==> config.mk <==
export PLATFORM = sky130hd
export DESIGN_NAME = serial_async_port_ir
export DESIGN_NICKNAME = d
export VERILOG_FILES = /design/src/sap_pkg.sv /design/src/serial_async_port_ir.sv
export SDC_FILE = /design/constraint.sdc
export NUM_CORES = 1
export LEC_CHECK = 0
export BUFFER_PORTS_ARGS = -buffer_cell sky130_fd_sc_hd__buf_2
export CORE_MARGIN = 2
export CORE_UTILIZATION = 55
export DETAILED_ROUTE_END_ITERATION = 7
export GPL_TIMING_DRIVEN = 1
export PLACE_DENSITY = 0.84
export SKIP_CTS_REPAIR_TIMING = 1
export SKIP_LAST_GASP = 1
export SLEW_MARGIN = 30
export SYNTH_ARGS = -nofsm -noshare
export SYNTH_HDL_FRONTEND = slang
export SYNTH_SLANG_ARGS = --single-unit
==> constraint.sdc <==
create_clock -name aclk -period 4.3 [get_ports aclk]
set_clock_uncertainty 0.1 [all_clocks]
set_input_delay 0.645 -clock aclk [delete_from_list [all_inputs] [get_ports aclk]]
set_output_delay 0.645 -clock aclk [all_outputs]
set_load 0.02 [all_outputs]
==> src/sap_pkg.sv <==
// Purpose: Constants for the asynchronous serial port with infrared pulse path.
// Assumes: AXI4-Lite register access, one aligned 32-bit word per register.
// Notes: Notes on behaviour follow.
package sap_pkg;
  localparam logic [7:0] ADDR_BAUD_UPPER = 8'h00;
  localparam logic [7:0] ADDR_BAUD_LOWER = 8'h04;
  localparam logic [7:0] ADDR_CTRL_ONE = 8'h08;
  localparam logic [7:0] ADDR_CTRL_TWO = 8'h0C;
  localparam logic [7:0] ADDR_DATA = 8'h10;
  localparam logic [7:0] ADDR_STATUS = 8'h14;
  localparam logic [7:0] ADDR_IRQ_ENABLE = 8'h18;
  localparam logic [7:0] ADDR_IRQ_CLEAR = 8'h1C;
  localparam logic [7:0] ADDR_MISC = 8'h20;
  localparam int BIT_INFRARED_ENABLE = 7;
  localparam int BIT_INTERNAL_LOOPBACK = 7;
  localparam int BIT_SWAI = 6;
  localparam int BIT_RX_SOURCE_SELECT = 5;
  localparam int BIT_TX_ENABLE = 3;
  localparam int BIT_RX_ENABLE = 2;
  localparam int BIT_RXPOLI = 1;
  localparam int BIT_TXPOLI = 0;
  localparam int BIT_ALT_MAP_SELECT = 0;
  localparam int ST_TX_DONE = 0;
  localparam int ST_RX_FULL = 1;
  localparam int ST_NOISE = 2;
  localparam int ST_FRAME = 3;
  localparam logic [7:0] UPPER_RESET = 8'h00;
  localparam logic [7:0] LOWER_RESET = 8'h04;
  localparam logic [7:0] CTRL_RESET = 8'h00;
  localparam logic [4:0] PW_QUARTER = 5'h08;
  localparam logic [4:0] PW_32ND = 5'h01;
  localparam logic [4:0] PW_16TH = 5'h02;
  localparam logic [4:0] PW_3_16 = 5'h06;
  localparam logic [1:0] RESP_OKAY = 2'h0;
  localparam logic [1:0] RESP_SLVERR = 2'h2;
  typedef enum logic [1:0] {TX_IDLE = 2'b00, TX_START = 2'b01, TX_DATA = 2'b11,
    TX_STOP = 2'b10} tx_state_e;
  typedef enum logic [1:0] {RX_IDLE = 2'b00, RX_START = 2'b01, RX_DATA = 2'b11,
    RX_STOP = 2'b10} rx_state_e;
endpackage

==> src/serial_async_port_ir.sv <==
// Purpose: Asynchronous serial port with baud generator, infrared pulse path and loopback.
// Assumes: Single clock aclk, synchronous active-low reset, AXI4-Lite slave.
// Notes: Eight data bits, one stop bit, no parity; rx pin is synchronised first.
`timescale 1ns/1ns
module serial_async_port_ir
  import sap_pkg::*;
(
  input wire logic aclk, // Bus clock.
  input wire logic aresetn, // Synchronous reset, active low.
  input wire logic [7:0] s_axi_awaddr, // Write address.
  input wire logic s_axi_awvalid, // Write address valid.
  output logic s_axi_awready, // Write address ready.
  input wire logic [31:0] s_axi_wdata, // Write data.
  input wire logic [3:0] s_axi_wstrb, // Write byte strobes.
  input wire logic s_axi_wvalid, // Write data valid.
  output logic s_axi_wready, // Write data ready.
  output logic [1:0] s_axi_bresp, // Write response.
  output logic s_axi_bvalid, // Write response valid.
  input wire logic s_axi_bready, // Write response ready.
  input wire logic [7:0] s_axi_araddr, // Read address.
  input wire logic s_axi_arvalid, // Read address valid.
  output logic s_axi_arready, // Read address ready.
  output logic [31:0] s_axi_rdata, // Read data.
  output logic [1:0] s_axi_rresp, // Read response.
  output logic s_axi_rvalid, // Read data valid.
  input wire logic s_axi_rready, // Read data ready.
  input wire logic cpu_wait, // Processor is in wait mode.
  input wire logic rxd, // Receive pin.
  input wire logic txd_in, // Transmit pin level, read back in single-wire mode.
  output logic txd_out, // Transmit pin drive.
  output logic txd_oe, // Transmit pin drive enable.
  output logic irq // Level interrupt.
);
  logic [7:0] upper_reg, upper_stage_reg, lower_reg, ctrl_reg, ctrl2_reg, misc_reg;
  logic [3:0] irq_en_reg, status_reg;
  logic started_reg;
  logic [12:0] div_cnt_reg;
  logic tick;
  logic aw_got_reg, w_got_reg;
  logic [7:0] aw_addr_reg;
  logic [31:0] w_data_reg;
  logic [3:0] w_strb_reg;
  logic [7:0] tx_hold_reg, rx_data_reg;
  logic tx_pend_reg;
  logic [12:0] divisor;
  logic infrared_enable, gen_run, clk_stop;
  logic rx_s1_reg, rx_s2_reg, txp_s1_reg, txp_s2_reg;
  logic wr_fire, rd_fire;
  logic [31:0] rd_word;
  logic rd_ok, wr_ok;
  logic tx_set_done, rx_set_full, rx_set_noise, rx_set_frame;

  function automatic logic [4:0] pulse_width(input logic [1:0] sel);
    case (sel)
      2'b11: pulse_width = PW_QUARTER;
      2'b10: pulse_width = PW_32ND;
      2'b01: pulse_width = PW_16TH;
      default: pulse_width = PW_3_16;
    endcase
  endfunction

  function automatic logic addr_mapped(input logic [7:0] a, input logic alternate_map_select);
    case (a)
      ADDR_BAUD_UPPER, ADDR_BAUD_LOWER, ADDR_CTRL_TWO, ADDR_DATA, ADDR_STATUS,
      ADDR_IRQ_ENABLE, ADDR_IRQ_CLEAR, ADDR_MISC: addr_mapped = 1'b1;
      ADDR_CTRL_ONE: addr_mapped = ~alternate_map_select;
      default: addr_mapped = 1'b0;
    endcase
  endfunction

  assign infrared_enable = upper_reg[BIT_INFRARED_ENABLE];
  assign divisor = {upper_reg[4:0], lower_reg};
  assign clk_stop = ctrl_reg[BIT_SWAI] & cpu_wait;
  // The generator runs at sixteen ticks per bit; infrared drops divisor bit 0, so bits 12:1 count each half tick.
  assign gen_run = started_reg & ~clk_stop &
    (infrared_enable ? (divisor[12:1] != 12'h000) : (divisor != 13'h0000));

  // Bus slave: address and data may arrive in either order.
  assign s_axi_awready = ~aw_got_reg & ~s_axi_bvalid;
  assign s_axi_wready = ~w_got_reg & ~s_axi_bvalid;
  assign s_axi_arready = ~s_axi_rvalid;
  assign wr_fire = aw_got_reg & w_got_reg & ~s_axi_bvalid;
  assign rd_fire = s_axi_arvalid & s_axi_arready;
  assign wr_ok = addr_mapped(aw_addr_reg, misc_reg[BIT_ALT_MAP_SELECT]) &
    (aw_addr_reg != ADDR_STATUS);
  assign rd_ok = addr_mapped(s_axi_araddr, misc_reg[BIT_ALT_MAP_SELECT]) &
    (s_axi_araddr != ADDR_IRQ_CLEAR);

  always_ff @(posedge aclk)
  begin
    if (!aresetn)
    begin
      aw_got_reg <= 1'b0;
      w_got_reg <= 1'b0;
      aw_addr_reg <= 8'h00;
      w_data_reg <= 32'h00000000;
      w_strb_reg <= 4'h0;
      s_axi_bvalid <= 1'b0;
      s_axi_bresp <= RESP_OKAY;
    end
    else
    begin
      if (s_axi_awvalid && s_axi_awready)
      begin
        aw_got_reg <= 1'b1;
        aw_addr_reg <= s_axi_awaddr;
      end
      if (s_axi_wvalid && s_axi_wready)
      begin
        w_got_reg <= 1'b1;
        w_data_reg <= s_axi_wdata;
        w_strb_reg <= s_axi_wstrb;
      end
      if (wr_fire)
      begin
        aw_got_reg <= 1'b0;
        w_got_reg <= 1'b0;
        s_axi_bvalid <= 1'b1;
        s_axi_bresp <= wr_ok ? RESP_OKAY : RESP_SLVERR;
      end
      else if (s_axi_bvalid && s_axi_bready)
        s_axi_bvalid <= 1'b0;
    end
  end

  logic wr_byte;
  assign wr_byte = wr_fire & wr_ok & w_strb_reg[0];

  always_ff @(posedge aclk)
  begin
    if (!aresetn)
    begin
      upper_reg <= UPPER_RESET;
      upper_stage_reg <= UPPER_RESET;
      lower_reg <= LOWER_RESET;
      ctrl_reg <= CTRL_RESET;
      ctrl2_reg <= CTRL_RESET;
      misc_reg <= CTRL_RESET;
      irq_en_reg <= 4'h0;
    end
    else if (wr_byte)
    begin
      case (aw_addr_reg)
        ADDR_BAUD_UPPER: upper_stage_reg <= w_data_reg[7:0];
        ADDR_BAUD_LOWER:
        begin
          lower_reg <= w_data_reg[7:0];
          upper_reg <= upper_stage_reg;
        end
        ADDR_CTRL_ONE: ctrl_reg <= w_data_reg[7:0];
        ADDR_CTRL_TWO: ctrl2_reg <= w_data_reg[7:0];
        ADDR_MISC: misc_reg <= {7'h00, w_data_reg[BIT_ALT_MAP_SELECT]};
        ADDR_IRQ_ENABLE: irq_en_reg <= w_data_reg[3:0];
        default: ;
      endcase
    end
  end

  // The generator start latches for good once either enable has been seen; wait stop or a zero divisor still halts ticks.
  always_ff @(posedge aclk)
  begin
    if (!aresetn)
      started_reg <= 1'b0;
    else if (ctrl2_reg[BIT_TX_ENABLE] || ctrl2_reg[BIT_RX_ENABLE])
      started_reg <= 1'b1;
  end

  always_ff @(posedge aclk)
  begin
    if (!aresetn)
      div_cnt_reg <= 13'h0001;
    else if (!gen_run)
      div_cnt_reg <= 13'h0001;
    else if (div_cnt_reg >= (infrared_enable ? {divisor[12:1], 1'b0} : divisor))
      div_cnt_reg <= 13'h0001;
    else
      div_cnt_reg <= div_cnt_reg + 13'h0001;
  end
  assign tick = gen_run & (div_cnt_reg >= (infrared_enable ? {divisor[12:1], 1'b0} : divisor));

  // Transmitter.
  tx_state_e tx_state_reg;
  logic [3:0] tx_ph_reg;
  logic [2:0] tx_bit_reg;
  logic [7:0] tx_sh_reg;
  logic tx_level, tx_line, tx_pulse;
  logic tx_go;
  assign tx_go = wr_byte & (aw_addr_reg == ADDR_DATA);

  always_ff @(posedge aclk)
  begin
    if (!aresetn)
    begin
      tx_state_reg <= TX_IDLE;
      tx_ph_reg <= 4'h0;
      tx_bit_reg <= 3'h0;
      tx_sh_reg <= 8'h00;
      tx_pend_reg <= 1'b0;
      tx_hold_reg <= 8'h00;
    end
    else
    begin
      if (tx_go)
      begin
        tx_hold_reg <= w_data_reg[7:0];
        tx_pend_reg <= 1'b1;
      end
      if (tick)
      begin
        tx_ph_reg <= tx_ph_reg + 4'h1;
        case (tx_state_reg)
          TX_IDLE:
            if (tx_pend_reg && ctrl2_reg[BIT_TX_ENABLE])
            begin
              tx_state_reg <= TX_START;
              tx_sh_reg <= tx_hold_reg;
              tx_pend_reg <= tx_go;
              tx_ph_reg <= 4'h0;
            end
          TX_START:
            if (tx_ph_reg == 4'hF)
            begin
              tx_state_reg <= TX_DATA;
              tx_bit_reg <= 3'h0;
            end
          TX_DATA:
            if (tx_ph_reg == 4'hF)
            begin
              tx_sh_reg <= {1'b0, tx_sh_reg[7:1]};
              tx_bit_reg <= tx_bit_reg + 3'h1;
              if (tx_bit_reg == 3'h7)
                tx_state_reg <= TX_STOP;
            end
          TX_STOP:
            if (tx_ph_reg == 4'hF)
              tx_state_reg <= TX_IDLE;
          default: tx_state_reg <= TX_IDLE;
        endcase
      end
    end
  end
  assign tx_set_done = tick & (tx_state_reg == TX_STOP) & (tx_ph_reg == 4'hF);

  always_comb
  begin
    case (tx_state_reg)
      TX_START: tx_level = 1'b0;
      TX_DATA: tx_level = tx_sh_reg[0];
      default: tx_level = 1'b1;
    endcase
  end
  // Infrared sends a narrow pulse for each zero; the width counts in 32nds of a bit.
  // The half-tick flag splits each sixteenth so that the 1/32 width is exact.
  logic tx_half;
  assign tx_half = div_cnt_reg > {1'b0, divisor[12:1]};
  assign tx_pulse = ~tx_level & ({tx_ph_reg, tx_half} < pulse_width(upper_reg[6:5]));
  assign tx_line = (infrared_enable ? ~tx_pulse : tx_level) ^ ctrl_reg[BIT_TXPOLI];

  always_ff @(posedge aclk)
  begin
    if (!aresetn)
    begin
      txd_out <= 1'b1;
      txd_oe <= 1'b0;
    end
    else
    begin
      txd_out <= tx_line;
      txd_oe <= ctrl2_reg[BIT_TX_ENABLE];
    end
  end

  // Receiver input routing; pin signals pass two flip-flops first.
  always_ff @(posedge aclk)
  begin
    if (!aresetn)
    begin
      rx_s1_reg <= 1'b1;
      rx_s2_reg <= 1'b1;
      txp_s1_reg <= 1'b1;
      txp_s2_reg <= 1'b1;
    end
    else
    begin
      rx_s1_reg <= rxd;
      rx_s2_reg <= rx_s1_reg;
      txp_s1_reg <= txd_in;
      txp_s2_reg <= txp_s1_reg;
    end
  end

  logic rx_src, rx_bit;
  always_comb
  begin
    if (ctrl_reg[BIT_INTERNAL_LOOPBACK] && !ctrl_reg[BIT_RX_SOURCE_SELECT])
      rx_src = tx_line;
    else if (ctrl_reg[BIT_INTERNAL_LOOPBACK])
      rx_src = txp_s2_reg;
    else
      rx_src = rx_s2_reg;
  end
  // Inversion applies after the route, so mismatched polarities corrupt looped data.
  assign rx_bit = rx_src ^ ctrl_reg[BIT_RXPOLI];

  rx_state_e rx_state_reg;
  logic [3:0] rx_ph_reg;
  logic [2:0] rx_hist_reg;
  logic [2:0] rx_cnt_reg;
  logic [7:0] rx_sh_reg;
  logic [1:0] rx_vote_reg;
  logic rx_noise_reg;
  logic rx_sample;
  assign rx_sample = tick & ctrl2_reg[BIT_RX_ENABLE];

  always_ff @(posedge aclk)
  begin
    if (!aresetn)
    begin
      rx_state_reg <= RX_IDLE;
      rx_ph_reg <= 4'h0;
      rx_hist_reg <= 3'h7;
      rx_cnt_reg <= 3'h0;
      rx_sh_reg <= 8'h00;
      rx_vote_reg <= 2'h0;
      rx_noise_reg <= 1'b0;
      rx_data_reg <= 8'h00;
    end
    else if (rx_sample)
    begin
      rx_hist_reg <= {rx_hist_reg[1:0], rx_bit};
      rx_ph_reg <= rx_ph_reg + 4'h1;
      if (rx_ph_reg >= 4'h7 && rx_ph_reg <= 4'h9)
        rx_vote_reg <= rx_vote_reg + {1'b0, rx_bit};
      if (rx_ph_reg == 4'h7)
        rx_vote_reg <= {1'b0, rx_bit};
      case (rx_state_reg)
        RX_IDLE:
          if (!rx_bit && rx_hist_reg == 3'b111)
          begin
            rx_state_reg <= RX_START;
            rx_ph_reg <= 4'h1;
            rx_noise_reg <= 1'b0;
          end
        RX_START:
        begin
          // A high sample before phase 7 of the start bit is noise, but the timing is kept.
          if (rx_bit && rx_ph_reg < 4'h7)
            rx_noise_reg <= 1'b1;
          if (rx_ph_reg == 4'hF)
          begin
            if (rx_vote_reg[1])
              rx_state_reg <= RX_IDLE;
            else
              rx_state_reg <= RX_DATA;
            rx_cnt_reg <= 3'h0;
          end
        end
        RX_DATA:
          if (rx_ph_reg == 4'hF)
          begin
            rx_sh_reg <= {rx_vote_reg[1], rx_sh_reg[7:1]};
            if (rx_vote_reg == 2'h1 || rx_vote_reg == 2'h2)
              rx_noise_reg <= 1'b1;
            rx_cnt_reg <= rx_cnt_reg + 3'h1;
            if (rx_cnt_reg == 3'h7)
              rx_state_reg <= RX_STOP;
          end
        RX_STOP:
          if (rx_ph_reg == 4'hF)
          begin
            rx_data_reg <= rx_sh_reg;
            rx_state_reg <= RX_IDLE;
          end
        default: rx_state_reg <= RX_IDLE;
      endcase
    end
  end
  logic rx_end;
  assign rx_end = rx_sample & (rx_state_reg == RX_STOP) & (rx_ph_reg == 4'hF);
  assign rx_set_full = rx_end;
  assign rx_set_noise = rx_end & rx_noise_reg;
  assign rx_set_frame = rx_end & ~rx_vote_reg[1];

  // Sticky status: a new event wins over a clear in the same cycle.
  logic [3:0] st_set, st_clr;
  assign st_set = {rx_set_frame, rx_set_noise, rx_set_full, tx_set_done};
  assign st_clr = (wr_byte && aw_addr_reg == ADDR_IRQ_CLEAR) ? w_data_reg[3:0] : 4'h0;
  always_ff @(posedge aclk)
  begin
    if (!aresetn)
      status_reg <= 4'h0;
    else
      status_reg <= (status_reg & ~st_clr) | st_set;
  end
  assign irq = |(status_reg & irq_en_reg);

  always_comb
  begin
    case (s_axi_araddr)
      ADDR_BAUD_UPPER: rd_word = {24'h000000, upper_reg};
      ADDR_BAUD_LOWER: rd_word = {24'h000000, lower_reg};
      ADDR_CTRL_ONE: rd_word = {24'h000000, ctrl_reg};
      ADDR_CTRL_TWO: rd_word = {24'h000000, ctrl2_reg};
      ADDR_DATA: rd_word = {24'h000000, rx_data_reg};
      ADDR_STATUS: rd_word = {28'h0000000, status_reg};
      ADDR_IRQ_ENABLE: rd_word = {28'h0000000, irq_en_reg};
      ADDR_MISC: rd_word = {24'h000000, misc_reg};
      default: rd_word = 32'h00000000;
    endcase
  end

  always_ff @(posedge aclk)
  begin
    if (!aresetn)
    begin
      s_axi_rvalid <= 1'b0;
      s_axi_rdata <= 32'h00000000;
      s_axi_rresp <= RESP_OKAY;
    end
    else if (rd_fire)
    begin
      s_axi_rvalid <= 1'b1;
      s_axi_rdata <= rd_ok ? rd_word : 32'h00000000;
      s_axi_rresp <= rd_ok ? RESP_OKAY : RESP_SLVERR;
    end
    else if (s_axi_rready)
      s_axi_rvalid <= 1'b0;
  end

  AST_GEN_STOPPED: assert property (@(posedge aclk) disable iff (!aresetn)
    !started_reg |-> !tick) else $error("Baud tick before any enable.");
  AST_ZERO_DIV: assert property (@(posedge aclk) disable iff (!aresetn)
    (!infrared_enable && divisor == 13'h0000) |-> !tick) else $error("Tick with zero divisor.");
  AST_IR_ZERO_DIV: assert property (@(posedge aclk) disable iff (!aresetn)
    (infrared_enable && divisor[12:1] == 12'h000) |-> !tick) else $error("Tick with zero ir divisor.");
  AST_WAIT_STOP: assert property (@(posedge aclk) disable iff (!aresetn)
    clk_stop |-> !tick) else $error("Tick while stopped in wait.");
  AST_STAGED: assert property (@(posedge aclk) disable iff (!aresetn)
    (wr_byte && aw_addr_reg == ADDR_BAUD_UPPER) |=> $stable(upper_reg))
    else $error("Upper baud byte applied early.");
  AST_APPLY: assert property (@(posedge aclk) disable iff (!aresetn)
    (wr_byte && aw_addr_reg == ADDR_BAUD_LOWER) |=> upper_reg == $past(upper_stage_reg))
    else $error("Staged byte not applied.");
  AST_LOOP_SRC: assert property (@(posedge aclk) disable iff (!aresetn)
    (ctrl_reg[BIT_INTERNAL_LOOPBACK] && !ctrl_reg[BIT_RX_SOURCE_SELECT]) |-> rx_src == tx_line)
    else $error("Loopback not routed.");
  AST_START_EDGE: assert property (@(posedge aclk) disable iff (!aresetn)
    (rx_state_reg == RX_IDLE && rx_sample && rx_hist_reg != 3'b111) |=> rx_state_reg == RX_IDLE)
    else $error("Start taken without three high samples.");
  AST_IRQ: assert property (@(posedge aclk) disable iff (!aresetn)
    irq == |(status_reg & irq_en_reg)) else $error("Interrupt level wrong.");
  AST_TE_KEPT: assert property (@(posedge aclk) disable iff (!aresetn)
    (clk_stop && !wr_byte) |=> $stable(ctrl2_reg)) else $error("Enables changed in wait.");
endmodule
# Yosys cells after proc, flatten, opt, wreduce, memory -nomap -nowiden
# Index checks and enable logic that the tools add are counted.
dict set report totals {
  memories 0
  out_inout_bits 44
  ram_bits 0
  register_bits 183
  latch_bits 0
  rom_bits 0
  elab_cells 239
}
dict set report op_classes {
  add_sub_neg 6
  n_bitwise 39
  multipliers 0
  n_div 0
  n_lt_le_gt_ge 6
  n_eq_ne 47
  n_reduce_logical 46
  muxes 55
  shift 0
}
# op n
set op_table {}
lappend op_table {{8-bit by 5-bit equality test with 1-bit output, second input constant} 8}
lappend op_table {{8-bit case mux with 8 select lines} 1}
lappend op_table {{8-bit by 4-bit equality test with 1-bit output, second input constant} 4}
lappend op_table {{32-bit 2-to-1 mux} 1}
lappend op_table {{2-bit 2-to-1 mux} 15}
lappend op_table {{2-bit != test, second input constant} 12}
lappend op_table {{1-bit AND} 22}
lappend op_table {{4-bit 2-to-1 mux} 5}
lappend op_table {{6-bit AND reduction} 3}
lappend op_table {{1-bit 2-to-1 mux} 17}
lappend op_table {{8-bit by 3-bit equality test with 1-bit output, second input constant} 2}
lappend op_table {{8-bit by 6-bit equality test with 1-bit output, second input constant} 2}
lappend op_table {{8-bit zero test} 2}
lappend op_table {{8-bit 2-to-1 mux} 2}
lappend op_table {{8-bit by 5-bit != test with 1-bit output, second input constant} 2}
lappend op_table {{2-bit case mux with 4 select lines} 2}
lappend op_table {{8-bit case mux with 2 select lines} 1}
lappend op_table {{8-bit OR reduction} 2}
lappend op_table {{2-bit equality test, second input constant} 7}
lappend op_table {{2-bit AND reduction} 7}
lappend op_table {{13-bit by 1-bit adder with 13-bit output, second input constant} 1}
lappend op_table {{13-bit >= comparator} 1}
lappend op_table {{13-bit by 12-bit greater-than comparator with 1-bit output} 1}
lappend op_table {{13-bit nonzero test} 1}
lappend op_table {{33 further kinds} 78}

# Logic depth before layout (Yosys ltp)
dict set report depth {
  depth_word 13
  mapped_depth 13
  mapped_depth_nobuf 12
}

# Least setup slack after synthesis
# OpenSTA, ideal clock, no wires.
dict set report synth_timing {
  path_kind {reg2reg}
  from {register upper_reg[5]}
  to {register rx_vote_reg[1]}
  path_buffers 1
  setup_time_ns 0.116
  t_arrival_ns 3.250
  setup_slack_ns 0.834
  stages_incl_launch_ff 14
  cell_sequence {dfxtp_1 -> or2_2 -> ha_1 -> a21oi_1 -> o2111ai_1 -> and3b_1 -> a211oi_1 -> mux2_1 -> or4_1 -> buf_4 -> ha_1 -> o21ai_0 -> a21oi_1 -> o211a_1}
}
dict set report synth_via {
  elab_chain_cells 12
  elab_cells_between_ends 14
}
# item line_no
set synth_lines {}
lappend synth_lines {{start, declared} serial_async_port_ir.sv:34} ;# logic [7:0] upper_reg, upper_stage_reg, lower_reg, ctrl_reg, ctrl2_reg, misc_reg;
lappend synth_lines {{start signal, assigned} serial_async_port_ir.sv:148} ;# upper_reg <= upper_stage_reg;
lappend synth_lines {{2-bit by 1-bit equality test with 1-bit output or 2-bit equality test (tied branches)} serial_async_port_ir.sv:54} ;# case (sel)
lappend synth_lines {{4-bit case mux with 3 select lines *} serial_async_port_ir.sv:54}
lappend synth_lines {{5-bit less-than comparator *} serial_async_port_ir.sv:256} ;# assign tx_pulse = ~tx_level & ({tx_ph_reg, tx_half} < pulse_width(upper_reg[6:5]));
lappend synth_lines {{1-bit AND *} serial_async_port_ir.sv:256}
lappend synth_lines {{1-bit NOT *} serial_async_port_ir.sv:257} ;# assign tx_line = (infrared_enable ? ~tx_pulse : tx_level) ^ ctrl_reg[BIT_TXPOLI];
lappend synth_lines {{1-bit 2-to-1 mux *} serial_async_port_ir.sv:257}
lappend synth_lines {{1-bit bitwise XOR *} serial_async_port_ir.sv:257}
lappend synth_lines {{1-bit 2-to-1 mux *} serial_async_port_ir.sv:295} ;# if (ctrl_reg[BIT_INTERNAL_LOOPBACK] && !ctrl_reg[BIT_RX_SOURCE_SELECT])
lappend synth_lines {{1-bit bitwise XOR *} serial_async_port_ir.sv:303} ;# assign rx_bit = rx_src ^ ctrl_reg[BIT_RXPOLI];
lappend synth_lines {{net rx_bit} serial_async_port_ir.sv:292} ;# logic rx_src, rx_bit;
lappend synth_lines {{2-bit by 1-bit adder with 2-bit output *} serial_async_port_ir.sv:333} ;# rx_vote_reg <= rx_vote_reg + {1'b0, rx_bit};
lappend synth_lines {{2-bit 2-to-1 mux *} serial_async_port_ir.sv:332} ;# if (rx_ph_reg >= 4'h7 && rx_ph_reg <= 4'h9)
lappend synth_lines {{2-bit 2-to-1 mux *} serial_async_port_ir.sv:334} ;# if (rx_ph_reg == 4'h7)
lappend synth_lines {{end signal, assigned} serial_async_port_ir.sv:333}
lappend synth_lines {{end signal, assigned} serial_async_port_ir.sv:335} ;# rx_vote_reg <= {1'b0, rx_bit};
lappend synth_lines {{end, declared} serial_async_port_ir.sv:310} ;# logic [1:0] rx_vote_reg;
# Mark *: on every way through the listed nets, which the timed path passes. The rest lies on a longest branch. The select of a mux whose other input is x is not followed.
# A chain may end at the register's enable or synchronous reset.

# Worst setup path after layout
dict set report layout_timing {
  from {register upper_reg[5]}
  to {register rx_vote_reg[1]}
}
dict set report layout_via {
  elab_chain_cells 12
  elab_cells_between_ends 14
}
# item line_no
set layout_lines {}
lappend layout_lines {{2-bit by 1-bit equality test with 1-bit output or 2-bit equality test (tied branches)} serial_async_port_ir.sv:54}
lappend layout_lines {{4-bit case mux with 3 select lines *} serial_async_port_ir.sv:54}
lappend layout_lines {{5-bit less-than comparator *} serial_async_port_ir.sv:256}
lappend layout_lines {{1-bit AND *} serial_async_port_ir.sv:256}
lappend layout_lines {{1-bit NOT *} serial_async_port_ir.sv:257}
lappend layout_lines {{1-bit 2-to-1 mux *} serial_async_port_ir.sv:257}
lappend layout_lines {{1-bit bitwise XOR *} serial_async_port_ir.sv:257}
lappend layout_lines {{1-bit 2-to-1 mux *} serial_async_port_ir.sv:295}
lappend layout_lines {{1-bit bitwise XOR *} serial_async_port_ir.sv:303}
lappend layout_lines {{2-bit by 1-bit adder with 2-bit output *} serial_async_port_ir.sv:333}
lappend layout_lines {{2-bit 2-to-1 mux *} serial_async_port_ir.sv:332}
lappend layout_lines {{2-bit 2-to-1 mux *} serial_async_port_ir.sv:334}
# Mark *: on every way between the ends. The rest lies on a longest branch, timed or not. The select of a mux whose other input is x is not followed.

==> flow_summary_export.csv <==
group,metric,value,unit
sta,layout_min_cycle_time,4.07,ns
finish,areaGrowthSynthToFinish,12.3,%
finish,nNetsFinal,1018,
logic_synthesis,synth_cell_types,64,
critical_path,crit_buf_inv,0,
worst_hold_path,min_path_cells,2,
sta,period_share,94.5,%
power_and_ir_drop,p_switching,0.743,mW
placed_design,gp_congestion,0.916,
routing,wl_per_cell,16.1,um
critical_path,criticalPathCategory,"flip-flop to flip-flop",
die,design.die.area,14600,um^2
power_and_ir_drop,power_frac_seq,45.9,%
critical_path,crit_chain,"or2_2 -> ha_1 -> a21oi_1 -> o2111ai_1 -> and3b_1 -> a211oi_1 -> mux2_1 -> or4_1 -> ha_1 -> o21ai_0 -> a21oi_1 -> o211a_1",
run_status,status,"complete, no violations",
critical_path,r2r_slack,0.23,ns
critical_path,cp-start-kind,"flip-flop",
finish,final_area,8460,um^2
sta,finalHoldViolations,0,
logic_synthesis,synth_area_per_cell,8.53,um^2
finish,diodes,0,
logic_synthesis,ys_seq_area_share,41.7,%
logic_synthesis,synthFlopType,"dfxtp_1",
placed_design,hpwl,12100,um
routing,remaining_drc_errors,0,
critical_path,reg2reg_from,"upper_reg[5]$_SDFFE_PN0P_",
clock_tree,numCtsBuffers,17,
logic_synthesis,async_flop_share,0,%
global_routing,grt_pass1_vias,5669,
critical_path,critPathSlowestCell,"a211oi_1",
clock_tree,clock_sinks,157,
finish,largest_reg_flops,13,
global_routing,antenna_found_initial,0,
global_routing,grt_usage,25.0,%
sta,holdWs,0.289,ns
routing,dr_total_vias,6380,
sta,drv_slew,0,
global_routing,grt_max_degree,102,
logic_synthesis,syn_area,7530,um^2
worst_hold_path,hp-class,"input port to flip-flop",
critical_path,worst-endpoint-arrival,4.29,ns
sta,tightest_slew,0.983,ns
routing,drt_iter0_drc,582,
power_and_ir_drop,internal-power,2.51,mW
critical_path,cp_top_family,"compound AO/OA/AOI/OAI gates",
clock_tree,clockBufferDepth,2,
worst_hold_path,hold_end,"txp_s1_reg$_SDFF_PN1_",
global_routing,grt-ovfl-total,0,
critical_path,reg2reg_depth,12,
clock_tree,root_buffer,"clkbuf_16",
sta,fmax,246,MHz
power_and_ir_drop,ir_worst_vdd,0.412,mV
critical_path,cp-end-kind,"flip-flop",
placed_design,placed_cell_area,7820,um^2
power_and_ir_drop,power_density,385,nW/um^2
global_routing,grt_pass1_wl,28600,um
critical_path,r2r-end,"rx_vote_reg[1]$_SDFFE_PN0P_",
placed_design,post-place-ws,0.335,ns
clock_tree,clk_pin_slew_worst_paths,0.06,ns
critical_path,cp.depth,12,
logic_synthesis,synth_seq_cells,157,
sta,grt_setup_unrepaired,"false",
die,start_util,56.7,%
die,coreArea,13300,um^2
routing,via_per_inst,5.76,
die,io_pins,106,
power_and_ir_drop,switching_share,22.8,%
run,maxCapViolCount,0,
routing,drt-pass1-iter-count,7,
finish,drive_gt1_share,11.9,%
power_and_ir_drop,power,3.26,mW
logic_synthesis,synth_edf_count,0,
clock_tree,insertion_delay,0.44,ns
power_and_ir_drop,power_frac_comb,4.1,%
routing,ant_nets,0,
die,die_w,121,um
critical_path,slowest_delay,0.69,ns
sta,setup-violations-final,0,
sta,setup_tns,0,ns
routing,wirelength,17800,um
worst_hold_path,min-delay-start,"txd_in",
sta,slew_headroom,34.2,%
logic_synthesis,ys_warn_count,0,
clock_tree,cts_tree,"yes",
die,die_y,121,um
power_and_ir_drop,power_frac_clock,50.0,%
logic_synthesis,synthCells,883,
placed_design,io_buffers,52,
critical_path,path_max_fanout,7,
clock_tree,htreeDepth,4,
critical_path,critPathRequiredTime,4.52,ns
power_and_ir_drop,leakagePower,3.20,nW
die,rows,42,
sta,fin_ws,0.234,ns
==> synth_stat cells (12+ instances only) <==
library cell | instances | area, um^2
nor2_1 | 118 | 443
buf_4 | 27 | 203
dfxtp_1 | 157 | 3140
a21oi_1 | 64 | 320
mux2i_1 | 58 | 581
ha_1 | 38 | 475
o21ai_0 | 25 | 125
nand3_1 | 34 | 170
inv_1 | 32 | 120
a22oi_1 | 13 | 97.6
nand2b_1 | 12 | 75.1
nand2_1 | 107 | 402
clkbuf_1 | 40 | 150
==> how the worst max path moves through the flow <==
stage | start | end | slack (ns)
after floorplan | upper_reg[5]$_SDFFE_PN0P_ | rx_vote_reg[1]$_SDFFE_PN0P_ | 0.83
after CTS | upper_reg[5]$_SDFFE_PN0P_ | rx_vote_reg[1]$_SDFFE_PN0P_ | 0.27
after detailed placement | upper_reg[5]$_SDFFE_PN0P_ | rx_vote_reg[1]$_SDFFE_PN0P_ | 0.34
after global placement | upper_reg[5]$_SDFFE_PN0P_ | rx_vote_reg[1]$_SDFFE_PN0P_ | 0.37
final | upper_reg[5]$_SDFFE_PN0P_ | rx_vote_reg[1]$_SDFFE_PN0P_ | 0.23
after global routing | upper_reg[6]$_SDFFE_PN0P_ | rx_vote_reg[1]$_SDFFE_PN0P_ | 0.06
==> kinds of logic (layout without fill, tap and decap cells) <==
family | after synthesis | after routing | share of synthesized area [%]
compound gates | 161 | 161 | 14.1
xor+xnor | 15 | 15 | 1.74
fa+ha+maj | 38 | 38 | 6.31
buf+inv | 104 | 127 | 6.56
flops | 157 | 157 | 41.7
mux | 60 | 60 | 8.01
other cells | 1 | 26 | 0.0498
simple gates | 347 | 347 | 21.5
==> worst reg2reg max path, delay by kind of cell (launching register included) <==
family,cells,cell delay [ns]
AOI/OAI and AO/OA,6,1.40
and+or+nand+nor,3,1.16
adders and majority gates,2,0.58
muxes,1,0.38
DFF,1,0.34
==> power by group through the flow <==
stage,logic (mW),registers [mW],clock network (mW)
2_1_floorplan,0.115,1.52,0
3_3_place_gp,0.130,1.53,0
3_5_place_dp,0.133,1.53,0
4_1_cts,0.133,1.50,1.63
5_1_grt,0.149,1.50,1.71
6_report,0.134,1.50,1.63
==> placed cells by master (no fill, tap or decap), types with 9 or more instances in the layout <==
| cell | synthesis | final |
|---|---|---|
| inv_1 | 32 | 31 |
| nand4_1 | 11 | 11 |
| nand2b_1 | 12 | 12 |
| buf_2 | 2 | 52 |
| buf_4 | 27 | 10 |
| mux2i_1 | 58 | 58 |
| dfxtp_1 | 157 | 157 |
| a21oi_1 | 64 | 64 |
| nand2_1 | 107 | 107 |
| xor2_1 | 10 | 10 |
| and3_1 | 9 | 9 |
| nor2_1 | 118 | 118 |
| clkbuf_16 | 0 | 17 |
| ha_1 | 38 | 38 |
| conb_1 | 1 | 26 |
| a22oi_1 | 13 | 13 |
| nand3_1 | 34 | 34 |
| o21ai_0 | 25 | 25 |
==> final cells by class <==
cell class	count	area, um^2
Timing Repair Buffer	63	347
Clock inverter	13	189
Sequential cell	157	3140
Fill cell	1067	4830
Clock buffer	19	453
Tap cell	176	220
Multi-Input combinational cell	647	3990
Inverter	32	121
==> metal layers <==
metal / share of wire (%) / track usage, % / wire (um)
met4: 2.2 / 8.36 / 385
met2: 45 / 39.0 / 8010
met3: 8.3 / 7.05 / 1490
met5: 0 / 0 / 0
met1: 45 / 33.4 / 7950
==> through the flow <==
stage / util [%] / std cells
after detailed placement: 58.8 / 1075
final: 63.6 / 1107
after global placement: 58.8 / 1075
after global routing: 63.6 / 1107
after floorplan: - / 908
after CTS: 63.6 / 1107
Power figures use the tool's default switching activity.
